<file path="config.mk">
export PLATFORM = sky130hd
export DESIGN_NAME = fcd_host
export DESIGN_NICKNAME = d
export VERILOG_FILES = /design/src/hw/fcd_pkg.sv /design/src/hw/fcd_bus_cycle.sv /design/src/hw/fcd_host.sv
export VERILOG_INCLUDE_DIRS = /design/src /design/src/hw
export SDC_FILE = /design/constraint.sdc
export NUM_CORES = 1
export LEC_CHECK = 0
export BUFFER_PORTS_ARGS = -buffer_cell sky130_fd_sc_hd__buf_2
export CAP_MARGIN = 20
export CELL_PAD_IN_SITES_DETAIL_PLACEMENT = 0
export CELL_PAD_IN_SITES_GLOBAL_PLACEMENT = 1
export CORE_MARGIN = 8
export CORE_UTILIZATION = 45
export DETAILED_ROUTE_END_ITERATION = 12
export PLACE_DENSITY = 0.82
export SLEW_MARGIN = 40
export SYNTH_ARGS = -nofsm -noshare
export SYNTH_HDL_FRONTEND = slang
export SYNTH_HIERARCHICAL = 1
export SYNTH_SLANG_ARGS = --single-unit
</file>
<file path="constraint.sdc">
create_clock -name mclk -period 6.75 [get_ports mclk]
set_clock_uncertainty 0.1 [all_clocks]
set_input_delay 0.3375 -clock mclk [delete_from_list [all_inputs] [get_ports mclk]]
set_output_delay 0.3375 -clock mclk [all_outputs]
set_load 0.005 [all_outputs]
</file>
<file path="src/hw/fcd_regs.svh">
// timing counts, command codes and addresses for the flash command host
`ifndef FCD_REGS_SVH
`define FCD_REGS_SVH
`define FCD_ADDR_W 19
`define FCD_UNLOCK1_ADDR 19'h05555
`define FCD_UNLOCK2_ADDR 19'h02aaa
`define FCD_UNLOCK1_DATA 8'haa
`define FCD_UNLOCK2_DATA 8'h55
`define FCD_CMD_RESET 8'hf0
`define FCD_CMD_IDENT 8'h90
`define FCD_CMD_PROGRAM 8'ha0
`define FCD_CMD_ERASE_SETUP 8'h80
`define FCD_CMD_CHIP_ERASE 8'h10
`define FCD_CMD_SECTOR_ERASE 8'h30
`define FCD_CMD_SUSPEND 8'hb0
`define FCD_CMD_RESUME 8'h30
`define FCD_ID_MAKER_ADDR 19'h00000
`define FCD_ID_PART_ADDR 19'h00001
`define FCD_PROTECT_LOW 19'h00002
`define FCD_POLL_BIT 7
`define FCD_LIMIT_BIT 5
`define FCD_PROTECT_BIT 0
`define FCD_STROBE_NS 200
`define FCD_CLK_NS 100
`define FCD_STROBE_CYC ((`FCD_STROBE_NS + `FCD_CLK_NS - 1) / `FCD_CLK_NS)
`endif

</file>
<file path="src/hw/fcd_pkg.sv">
// types for the flash command host
package fcd_pkg;
   typedef enum logic [2:0] {
      fcd_op_reset,
      fcd_op_reset_long,
      fcd_op_ident_read,
      fcd_op_program,
      fcd_op_chip_erase,
      fcd_op_sector_erase,
      fcd_op_suspend,
      fcd_op_resume
   } fcd_op_type;
endpackage

</file>
<file path="src/hw/fcd_bus_cycle.sv">
// one write or read bus cycle on the flash pins
`timescale 1ns/100ps
`include "fcd_regs.svh"
module fcd_bus_cycle
   import fcd_pkg::*;
(
   input wire logic mclk,
   input wire logic reset,
   input wire logic start,
   input wire logic is_write,
   input wire logic [18:0] addr,
   input wire logic [7:0] wdata,
   input wire logic [7:0] dq_in,
   output logic [18:0] flash_addr,
   output logic [7:0] dq_out,
   output logic dq_oe,
   output logic chip_sel_n,
   output logic write_n,
   output logic out_en_n,
   output logic [7:0] rdata,
   output logic done
);
   localparam int unsigned STROBE = `FCD_STROBE_CYC;
   logic [3:0] count;
   logic busy;
   logic wr;

   // address set up before strobes fall; data held past the rise
   always_ff @(posedge mclk or posedge reset) begin
      if (reset) begin
         busy <= 1'b0;
         count <= 4'h0;
         wr <= 1'b0;
         flash_addr <= 19'h00000;
         dq_out <= 8'h00;
         dq_oe <= 1'b0;
         chip_sel_n <= 1'b1;
         write_n <= 1'b1;
         out_en_n <= 1'b1;
         rdata <= 8'h00;
         done <= 1'b0;
      end else begin
         done <= 1'b0;
         if (!busy && start) begin
            busy <= 1'b1;
            count <= 4'h0;
            wr <= is_write;
            flash_addr <= addr;
            dq_out <= wdata;
            dq_oe <= is_write;
         end else if (busy) begin
            count <= count + 4'h1;
            if (count == 4'h0) begin
               chip_sel_n <= 1'b0;
               write_n <= ~wr;
               out_en_n <= wr;
            end else if (count == 4'(STROBE)) begin
               // chip select and strobe rise together: data latch and start
               chip_sel_n <= 1'b1;
               write_n <= 1'b1;
               out_en_n <= 1'b1;
               if (!wr) begin
                  rdata <= dq_in;
               end
            end else if (count == 4'(STROBE + 1)) begin
               dq_oe <= 1'b0;
               busy <= 1'b0;
               done <= 1'b1;
            end
         end
      end
   end

   AST_WRITE_NOT_READ: assert property (@(posedge mclk) disable iff (reset)
      !(~write_n && ~out_en_n))
      else $error("write strobe and output enable low together");
   AST_STROBE_WIDTH: assert property (@(posedge mclk) disable iff (reset)
      $fell(chip_sel_n) |-> !chip_sel_n [*2] ##1 chip_sel_n)
      else $error("chip select pulse width wrong");
   AST_ADDR_STABLE: assert property (@(posedge mclk) disable iff (reset)
      !chip_sel_n |-> $stable(flash_addr))
      else $error("address moved while selected");
endmodule

</file>
<file path="src/hw/fcd_host.sv">
// host controller driving flash command sequences
//
// Behaviour
// bad or misordered cycle resets device
// suspend and resume only during sector erase; host also records suspend after chip erase
// reset by F0H or unlock sequence
// multi-cycle commands start with two unlocks
// high address bits only matter for targets
// identifier reads at low address 00, 01
// identifier bytes carry odd parity
// protect read at 0,1,0 gives bit0
// identifier mode ends only on reset
// device powers up in read mode
// program: unlocks, A0H, target with byte
// address falls late, data rises early
// program starts at final strobe rise
// completion shows written bit 7
// poll the same address being programmed
// commands ignored while programming
// programming only clears bits
// programs in any address order
// chip erase six cycles exactly
// sector erase sixth cycle 30H at sector
// suspend and resume are single writes
// suspended: touch only non-erasing sectors
`timescale 1ns/100ps
`include "fcd_regs.svh"
module fcd_host
   import fcd_pkg::*;
(
   input wire logic mclk,
   input wire logic reset,
   input wire logic req_valid,
   input wire fcd_op_type req_op,
   input wire logic [18:0] req_addr,
   input wire logic [7:0] req_data,
   input wire logic [7:0] dq_in,
   output logic req_ready,
   output logic resp_valid,
   output logic [7:0] resp_data,
   output logic resp_fail,
   output logic erase_active,
   output logic erase_suspended,
   output logic [18:0] flash_addr,
   output logic [7:0] dq_out,
   output logic dq_oe,
   output logic chip_sel_n,
   output logic write_n,
   output logic out_en_n
);
   typedef enum logic [2:0] {
      fcd_idle,
      fcd_issue,
      fcd_wait,
      fcd_poll,
      fcd_poll_wait
   } fcd_state_type;

   fcd_state_type state;
   fcd_op_type op;
   logic [18:0] tgt_addr;
   logic [7:0] tgt_data;
   logic [2:0] step;
   logic [2:0] last_step;
   logic cyc_start;
   logic cyc_write;
   logic [18:0] cyc_addr;
   logic [7:0] cyc_wdata;
   logic [7:0] cyc_rdata;
   logic cyc_done;
   logic [18:0] next_addr;
   logic [7:0] next_data;
   logic next_write;

   // sequence table: each op is a list of writes, optionally a final read
   always_comb begin
      next_addr = `FCD_UNLOCK1_ADDR;
      next_data = `FCD_UNLOCK1_DATA;
      next_write = 1'b1;
      // unlock pair first
      if (step == 3'd1 || step == 3'd4) begin
         next_addr = `FCD_UNLOCK2_ADDR;
         next_data = `FCD_UNLOCK2_DATA;
      end
      unique case (op)
         fcd_op_reset,
         fcd_op_suspend,
         fcd_op_resume: begin
            // single write, any address
            next_addr = tgt_addr;
            next_data = (op == fcd_op_reset) ? `FCD_CMD_RESET :
               (op == fcd_op_suspend) ? `FCD_CMD_SUSPEND : `FCD_CMD_RESUME;
         end
         fcd_op_reset_long: begin
            // F0H third, then a read of array data
            if (step == 3'd2) next_data = `FCD_CMD_RESET;
            // a fourth write here would reopen an unlock
            if (step == 3'd3) begin
               next_addr = tgt_addr;
               next_write = 1'b0;
            end
         end
         fcd_op_ident_read: begin
            // read at requested low address after 90H
            if (step == 3'd2) next_data = `FCD_CMD_IDENT;
            if (step == 3'd3) begin
               next_addr = tgt_addr;
               next_write = 1'b0;
            end
         end
         fcd_op_program: begin
            // A0H then target and byte
            if (step == 3'd2) next_data = `FCD_CMD_PROGRAM;
            if (step == 3'd3) begin
               next_addr = tgt_addr;
               next_data = tgt_data;
            end
         end
         fcd_op_chip_erase,
         fcd_op_sector_erase: begin
            // setup, unlocks again, final code
            if (step == 3'd2) next_data = `FCD_CMD_ERASE_SETUP;
            if (step == 3'd5) begin
               next_addr = (op == fcd_op_chip_erase) ? `FCD_UNLOCK1_ADDR :
                  tgt_addr;
               next_data = (op == fcd_op_chip_erase) ?
                  `FCD_CMD_CHIP_ERASE : `FCD_CMD_SECTOR_ERASE;
            end
         end
      endcase
   end

   always_comb begin
      unique case (op)
         fcd_op_reset,
         fcd_op_suspend,
         fcd_op_resume: last_step = 3'd0;
         fcd_op_chip_erase,
         fcd_op_sector_erase: last_step = 3'd5;
         default: last_step = 3'd3;
      endcase
   end

   assign cyc_start = (state == fcd_issue) || (state == fcd_poll);
   assign cyc_write = (state == fcd_poll) ? 1'b0 : next_write;
   // poll at the programmed address
   assign cyc_addr = (state == fcd_poll) ? tgt_addr : next_addr;
   assign cyc_wdata = next_data;

   fcd_bus_cycle u_cycle (
      .mclk(mclk),
      .reset(reset),
      .start(cyc_start),
      .is_write(cyc_write),
      .addr(cyc_addr),
      .wdata(cyc_wdata),
      .dq_in(dq_in),
      .flash_addr(flash_addr),
      .dq_out(dq_out),
      .dq_oe(dq_oe),
      .chip_sel_n(chip_sel_n),
      .write_n(write_n),
      .out_en_n(out_en_n),
      .rdata(cyc_rdata),
      .done(cyc_done)
   );

   // sequencer; one request at a time keeps the device order intact
   always_ff @(posedge mclk or posedge reset) begin
      if (reset) begin
         state <= fcd_idle;
         op <= fcd_op_reset;
         tgt_addr <= 19'h00000;
         tgt_data <= 8'h00;
         step <= 3'd0;
         req_ready <= 1'b1;
         resp_valid <= 1'b0;
         resp_data <= 8'h00;
         resp_fail <= 1'b0;
      end else begin
         resp_valid <= 1'b0;
         unique case (state)
            fcd_idle: begin
               if (req_valid && req_ready) begin
                  op <= req_op;
                  tgt_addr <= req_addr;
                  tgt_data <= req_data;
                  step <= 3'd0;
                  req_ready <= 1'b0;
                  state <= fcd_issue;
               end
            end
            fcd_issue: state <= fcd_wait;
            fcd_wait: begin
               if (cyc_done) begin
                  if (step != last_step) begin
                     step <= step + 3'd1;
                     state <= fcd_issue;
                  end else if (op == fcd_op_program) begin
                     // device already running; R16 send nothing but polls
                     state <= fcd_poll;
                  end else begin
                     resp_data <= cyc_rdata;
                     resp_fail <= 1'b0;
                     resp_valid <= 1'b1;
                     req_ready <= 1'b1;
                     state <= fcd_idle;
                  end
               end
            end
            fcd_poll: state <= fcd_poll_wait;
            fcd_poll_wait: begin
               if (cyc_done) begin
                  // finished when bit 7 matches the byte
                  if (cyc_rdata[`FCD_POLL_BIT] == tgt_data[`FCD_POLL_BIT]) begin
                     resp_data <= cyc_rdata;
                     // a 0 asked back to 1 shows as a mismatch
                     resp_fail <= (cyc_rdata != tgt_data);
                     resp_valid <= 1'b1;
                     req_ready <= 1'b1;
                     state <= fcd_idle;
                  end else if (cyc_rdata[`FCD_LIMIT_BIT]) begin
                     resp_data <= cyc_rdata;
                     resp_fail <= 1'b1;
                     resp_valid <= 1'b1;
                     req_ready <= 1'b1;
                     state <= fcd_idle;
                  end else begin
                     state <= fcd_poll;
                  end
               end
            end
         endcase
      end
   end

   // erase tracking; completion is not polled here, software resets it
   always_ff @(posedge mclk or posedge reset) begin
      if (reset) begin
         erase_active <= 1'b0;
         erase_suspended <= 1'b0;
      end else if (state == fcd_wait && cyc_done && step == last_step) begin
         unique case (op)
            fcd_op_sector_erase: erase_active <= 1'b1;
            fcd_op_chip_erase: erase_active <= 1'b1;
            // suspend only sets while erase_active, which a sector or a chip erase sets
            fcd_op_suspend: erase_suspended <= erase_active;
            fcd_op_resume: erase_suspended <= 1'b0;
            fcd_op_reset,
            fcd_op_reset_long: begin
               erase_active <= 1'b0;
               erase_suspended <= 1'b0;
            end
            default: begin
            end
         endcase
      end
   end

   AST_PROGRAM_POLLS_TARGET: assert property (@(posedge mclk)
      disable iff (reset)
      state == fcd_poll |=> flash_addr == tgt_addr)
      else $error("poll read not at programmed address");
   AST_UNLOCK_FIRST: assert property (@(posedge mclk) disable iff (reset)
      (state == fcd_issue && step == 3'd0 && last_step != 3'd0) |=>
      flash_addr == `FCD_UNLOCK1_ADDR && dq_out == `FCD_UNLOCK1_DATA)
      else $error("sequence does not open with first unlock");
   AST_NO_WRITE_WHILE_POLL: assert property (@(posedge mclk)
      disable iff (reset)
      state == fcd_poll_wait |-> write_n)
      else $error("write issued during program");
   AST_ONE_REQUEST: assert property (@(posedge mclk) disable iff (reset)
      resp_valid |-> req_ready && state == fcd_idle)
      else $error("response without returning ready");
   AST_SUSPEND_GATED: assert property (@(posedge mclk) disable iff (reset)
      $rose(erase_suspended) |-> $past(erase_active))
      else $error("suspend recorded without erase");
endmodule

</file>
# --- Word level (Yosys, flattened, before mapping) ---
# Index checks and enable logic that the tools add are counted.
op_classes:
  add_sub_neg: 2
  n_reduce_logical: 34
  bitwise_logic: 3
  eq_ne: 31
  mux: 84
op_table:
  columns: ["cell", "count"]
  rows:
  - ["$mux 8", 15]
  - ["$mux 19", 4]
  - ["$pmux 19 s3", 1]
  - ["$mux 1", 40]
  - ["$pmux 8 s5", 1]
  - ["$eq 3x3->1 const B", 7]
  - ["$eq 3x2->1 const B", 6]
  - ["$mux 3", 6]
  - ["$pmux 8 s2", 1]
  - ["$mux 15", 1]
  - ["$pmux 3 s5", 1]
  - ["$reduce_bool 2->1", 7]
  - ["$pmux 3 s2", 2]
  - ["$eq 3x1->1 const B", 3]
  - ["$reduce_or 3->1", 3]
  - ["$eq 4x2->1 const B", 2]
  - ["$mux 2", 4]
  - ["$mux 4", 2]
  - ["$ne 2x1->1 const B", 4]
  - ["$ne 2x2->1 const B", 4]
  - ["$ne 8x8->1", 1]
  - ["$pmux 1 s2", 4]
  - ["$reduce_and 4->1", 2]
  - ["$reduce_and 7->1", 1]
  - ["other kinds (20)", 32]
word_totals:
  reg_bits: 95
  wordCells: 176
  input_bits: 41

# --- Longest topological paths before layout ---
depth:
  depth_word: 7
  mapped_depth: 10
  mapped_depth_nobuf: 8

# --- Hierarchy ---
# Netlist, hierarchy kept.
by_module_without_submodules:
  columns: ["module", "area_each_um2", "cells_each", "n_inst"]
  rows:
  - ["fcd_host", 2937.8, 349, 1]
  - ["fcd_bus_cycle", 1794.2, 117, 1]

# --- Worst setup path before layout ---
# Ideal clock, no wire load.
synth_path:
  kind: "register to register"
  startpoint: "register step[2]"
  endpoint: "register u_cycle.flash_addr[0]"
  path_stages_with_launch: 10
  required_ns: 6.525
  n_path_buf: 2
  path_slack_ns: 4.608
  arrival_time_ns: 1.917
  cell_sequence: "dfrtp_1 buf_2 inv_1 ha_1 clkbuf_1 nor2_1 a32oi_1 a21oi_1 a21o_1 mux2_2"
synth_via:
  elab_chain_cells: 6
  elab_cells_between_ends: 10
  cone_classes: "4 x eq/ne; 5 x mux; 1 x reduce/logical"
synth_lines:
  columns: ["element", "line", "source"]
  rows:
  - ["from (decl)", "fcd_host.sv:63", "logic [2:0] step;"]
  - ["from (signal assigned)", "fcd_host.sv:197", "step <= step + 3'd1;"]
  - ["$eq 3x1->1 / $eq 3x3->1 (equally long branches)", "fcd_host.sv:81", "if (step == 3'd1 || step == 3'd4) begin"]
  - ["$logic_or 1x1->1", "fcd_host.sv:81", null]
  - ["$mux 15", "fcd_host.sv:81", null]
  - ["$mux 19 (on tied branches)", null, null]
  - ["$pmux 19 s3 (*)", "fcd_host.sv:85", "unique case (op)"]
  - ["$mux 19 (*)", "fcd_host.sv:147", "assign cyc_addr = (state == fcd_poll) ? tgt_addr : next_addr;"]
  - ["via cyc_addr[0]", "fcd_host.sv:67", "logic [18:0] cyc_addr;"]
  - ["to (signal assigned)", "fcd_bus_cycle.sv:48", "flash_addr <= addr;"]
  - ["to (decl)", "fcd_bus_cycle.sv:14", "output logic [18:0] flash_addr,"]
# Mark *: on every way through the listed nets, which the timed path passes. The rest lies on a longest branch.
# A chain may end at the register's enable or synchronous reset.

# --- Worst setup path after layout ---
layout_path:
  startpoint: "register step[2]"
  endpoint: "register u_cycle.flash_addr[8]"
# Same word-level chain as after synthesis.

==> flow_metrics.tcl <==
set metrics [dict create \
    postCtsSetupBuffers 0 \
    initial_core_util_pct 46.0 \
    grt.overflow.total 0 \
    ys_seq_area_share_pct 50.3 \
    hold_viol 0 \
    htree_levels 3 \
    fin_crit_ns 2.67 \
    vdd_drop_max_v 0.000135 \
    total_power_w 0.000952 \
    grt_max_degree 50 \
    slew_violations 0 \
    fill_cells 959 \
    ys.flop_type "dfrtp_1" \
    core_um2 10300 \
    pwr-share-comb_pct 3.0 \
    place_congestion 0.874 \
    cp.required_ns 6.90 \
    grt_use_total_pct 15.9 \
    layout.nets 589 \
    setup_tns_ns 0 \
    numPortBuffers 84 \
    synth_top_area_share_pct 48.1 \
    drive_gt1_share_pct 31.4 \
    ys_types 56 \
    area_growth_pct 14.6 \
    ys_warn_count 6 \
    hold_path.class "input pin to register" \
    pwr-share-seq_pct 60.3 \
    syn_area_um2 4730 \
    timing.fmax_mhz 374 \
    die_h_um 119 \
    grt.met3_usage_pct 4.57 \
    r2r_slack_ns 4.08 \
    drt_pass1_iterations 4 \
    rsz0062_at_grt "no" \
    grt_pass1_wl_um 18400 \
    crit_path_end "u_cycle/flash_addr[8]$_DFFE_PP0P_" \
    reg2reg_from "step[2]$_DFFE_PP0P_" \
    clock_latency_ns 0.36 \
    drtIter0Drc 192 \
    vias 3539 \
    relSlewSlack_pct 50.9 \
    cts_tree "done" \
    yosysTopAreaCell "dfrtp_1" \
    cts.clk_slew.worst_paths_ns 0.09 \
    synth_area_per_cell_um2 10.2 \
    worstSetupPathType "register to register" \
    status "finished clean" \
    top_usage_layer "met2" \
    diodes 0 \
    cap_violations 0 \
    viasPerCell 5.20 \
    met2_usage_pct 25.1 \
    use_met1_pct 20.6 \
    placed_area_um2 5230 \
    p_int_w 0.000729 \
    switching_share_pct 23.4 \
    antenna_found_initial 0 \
    postCtsHoldBufs 1 \
    drt_wl_total_um 10800 \
    switchingPower_w 0.000222 \
    p_per_area_nw_per_um2 175 \
    post-route-period-util_pct 39.6 \
    critPathLaunchType "register" \
    p_leak_nw 2.89 \
    pwr-share-clk_pct 36.7 \
    cts_buffers 9 \
    syn_inst 466 \
    worst_hold_slack_ns 0.0572 \
    postRouteAntennaNets 0 \
    synth_edf_count 0 \
    worstPathMaxFanout 14 \
    cp-end-kind "register" \
    fin_area_um2 5420 \
    clock_sinks 95 \
    drc 0 \
    ys_top_cells_by_area "dfrtp_1, nand2_1, mux2_2, a21o_1, dfstp_2" \
    place_hpwl_um 7770 \
    dieArea_um2 14100 \
    avgRoutedWirePerCell_um 15.9 \
    die_w_um 119 \
    cp-startpoint "step[2]$_DFFE_PP0P_" \
    yosys-top-cells-count "nand2_1, dfrtp_1, mux2_2" \
    cts_buffer_depth 2 \
    worstReg2RegEnd "u_cycle/flash_addr[8]$_DFFE_PP0P_" \
    cts-resized-gates 0 \
    finalSetupViolCount 0 \
    cp.arrival_ns 2.82 \
    cts_root_buffer "clkbuf_8" \
    worst_pin_slew_ns 0.736 \
    io_pins 85 \
    rows 37 \
    async_flop_share_pct 100 \
    synth_fp_nets 515 \
    reg2regPathDepth 8 \
    yosysMostFrequentCell "nand2_1" \
    yosys_register_bits 95 \
    grt_pass1_vias 3630 \
]
## worst max-delay path, stage by stage (launching register included)
cell	delay, ns
dfrtp_1	0.60
inv_1	0.18
ha_1	0.35
o21bai_1	0.22
a21oi_1	0.25
nand2_1	0.12
a21o_1	0.27
a21o_1	0.21
mux2_2	0.26
## worst min path at each step
stage / from / endpoint / slack (ns) / cells past startpoint
floorplan: tgt_addr[15]$_DFFE_PP0P_ / tgt_addr[15]$_DFFE_PP0P_ / 0.34 / 2
global placement: tgt_addr[18]$_DFFE_PP0P_ / tgt_addr[18]$_DFFE_PP0P_ / 0.36 / 2
detailed placement: tgt_addr[17]$_DFFE_PP0P_ / tgt_addr[17]$_DFFE_PP0P_ / 0.35 / 2
CTS: req_addr[6] / tgt_addr[6]$_DFFE_PP0P_ / 0.04 / 3
global route: req_addr[6] / tgt_addr[6]$_DFFE_PP0P_ / 0.04 / 3
finish: req_addr[2] / tgt_addr[2]$_DFFE_PP0P_ / 0.06 / 3
## per-stage QoR
| stage | cells | utilization (%) | worst slack (ns) |
|---|---|---|---|
| finish | 681 | 52.8 | 4.08 |
| global route | 681 | 52.8 | 3.91 |
| CTS | 681 | 52.7 | 4.16 |
| detailed placement | 664 | 50.9 | 4.19 |
| global placement | 664 | 50.8 | 4.12 |
| floorplan | 466 | - | 4.61 |
## state kept, by name, summed over array words and instances (netlist names), 3 cells and up
name / cells
u_cycle/dq_out: 8
u_cycle/count: 4
step: 3
resp_data: 8
state: 3
tgt_data: 8
op: 3
u_cycle/flash_addr: 19
tgt_addr: 19
u_cycle/rdata: 8
## metal layers
metal | vias to the layer above | wire, um
met2 | 83 | 5040
met3 | 12 | 562
met4 | 0 | 130
met1 | 1711 | 5090
met5 | - | 0
li1 | 1733 | -
## logic make-up (layout without fill, tap and decap cells)
group	after synthesis	count (layout)	synth area share, %
and+or+nand+nor	192	192	19.4
DFF	95	95	50.3
AOI/OAI and AO/OA	78	78	10.9
muxes	48	48	11.8
buffers and inverters	35	114	3.57
xor gates and xnor gates	10	10	1.85
adders and majority gates	8	8	2.12
## area by class of cell
type	count	area [um2]	area share, %
Sequential cell	95	2380	43.9
Clock buffer	10	138	2.54
Timing Repair Buffer	88	453	8.35
Clock inverter	6	43.8	0.808
Tap cell	136	170	3.14
Inverter	10	42.5	0.784
Multi-Input combinational cell	336	2190	40.4
## power by group through the flow
stage	combinational (W)	clock [W]	sequential [W]
floorplan	0.0000131	0	0.000584
global placement	0.0000288	0	0.000585
detailed placement	0.0000298	0	0.000585
CTS	0.0000302	0.000363	0.000574
global route	0.0000335	0.000386	0.000574
finish	0.0000287	0.000349	0.000574
## layout by cell type, fill, tap and decap left out, drive strengths merged, types with 2 or more instances in the layout
cell / Yosys / final
nand2: 121 / 121
dfrtp: 91 / 91
buf: 10 / 87
mux2: 43 / 43
nor2: 21 / 21
o21ai: 18 / 18
a21o: 18 / 18
a21oi: 17 / 17
inv: 10 / 12
nor2b: 11 / 11
clkbuf: 15 / 10
xnor2: 8 / 8
ha: 8 / 8
nor3: 6 / 6
nand2b: 6 / 6
mux2i: 5 / 5
a31oi: 4 / 4
o22a: 4 / 4
o211ai: 4 / 4
and2: 4 / 4
dfstp: 4 / 4
and3: 3 / 3
o22ai: 3 / 3
nand4: 3 / 3
nor3b: 3 / 3
or2: 3 / 3
nand3: 3 / 3
clkinv: 0 / 3
or4: 2 / 2
xor2: 2 / 2
o31ai: 2 / 2
a22o: 2 / 2
nor4: 2 / 2
a211oi: 2 / 2
(Power assumes the default switching activity.)
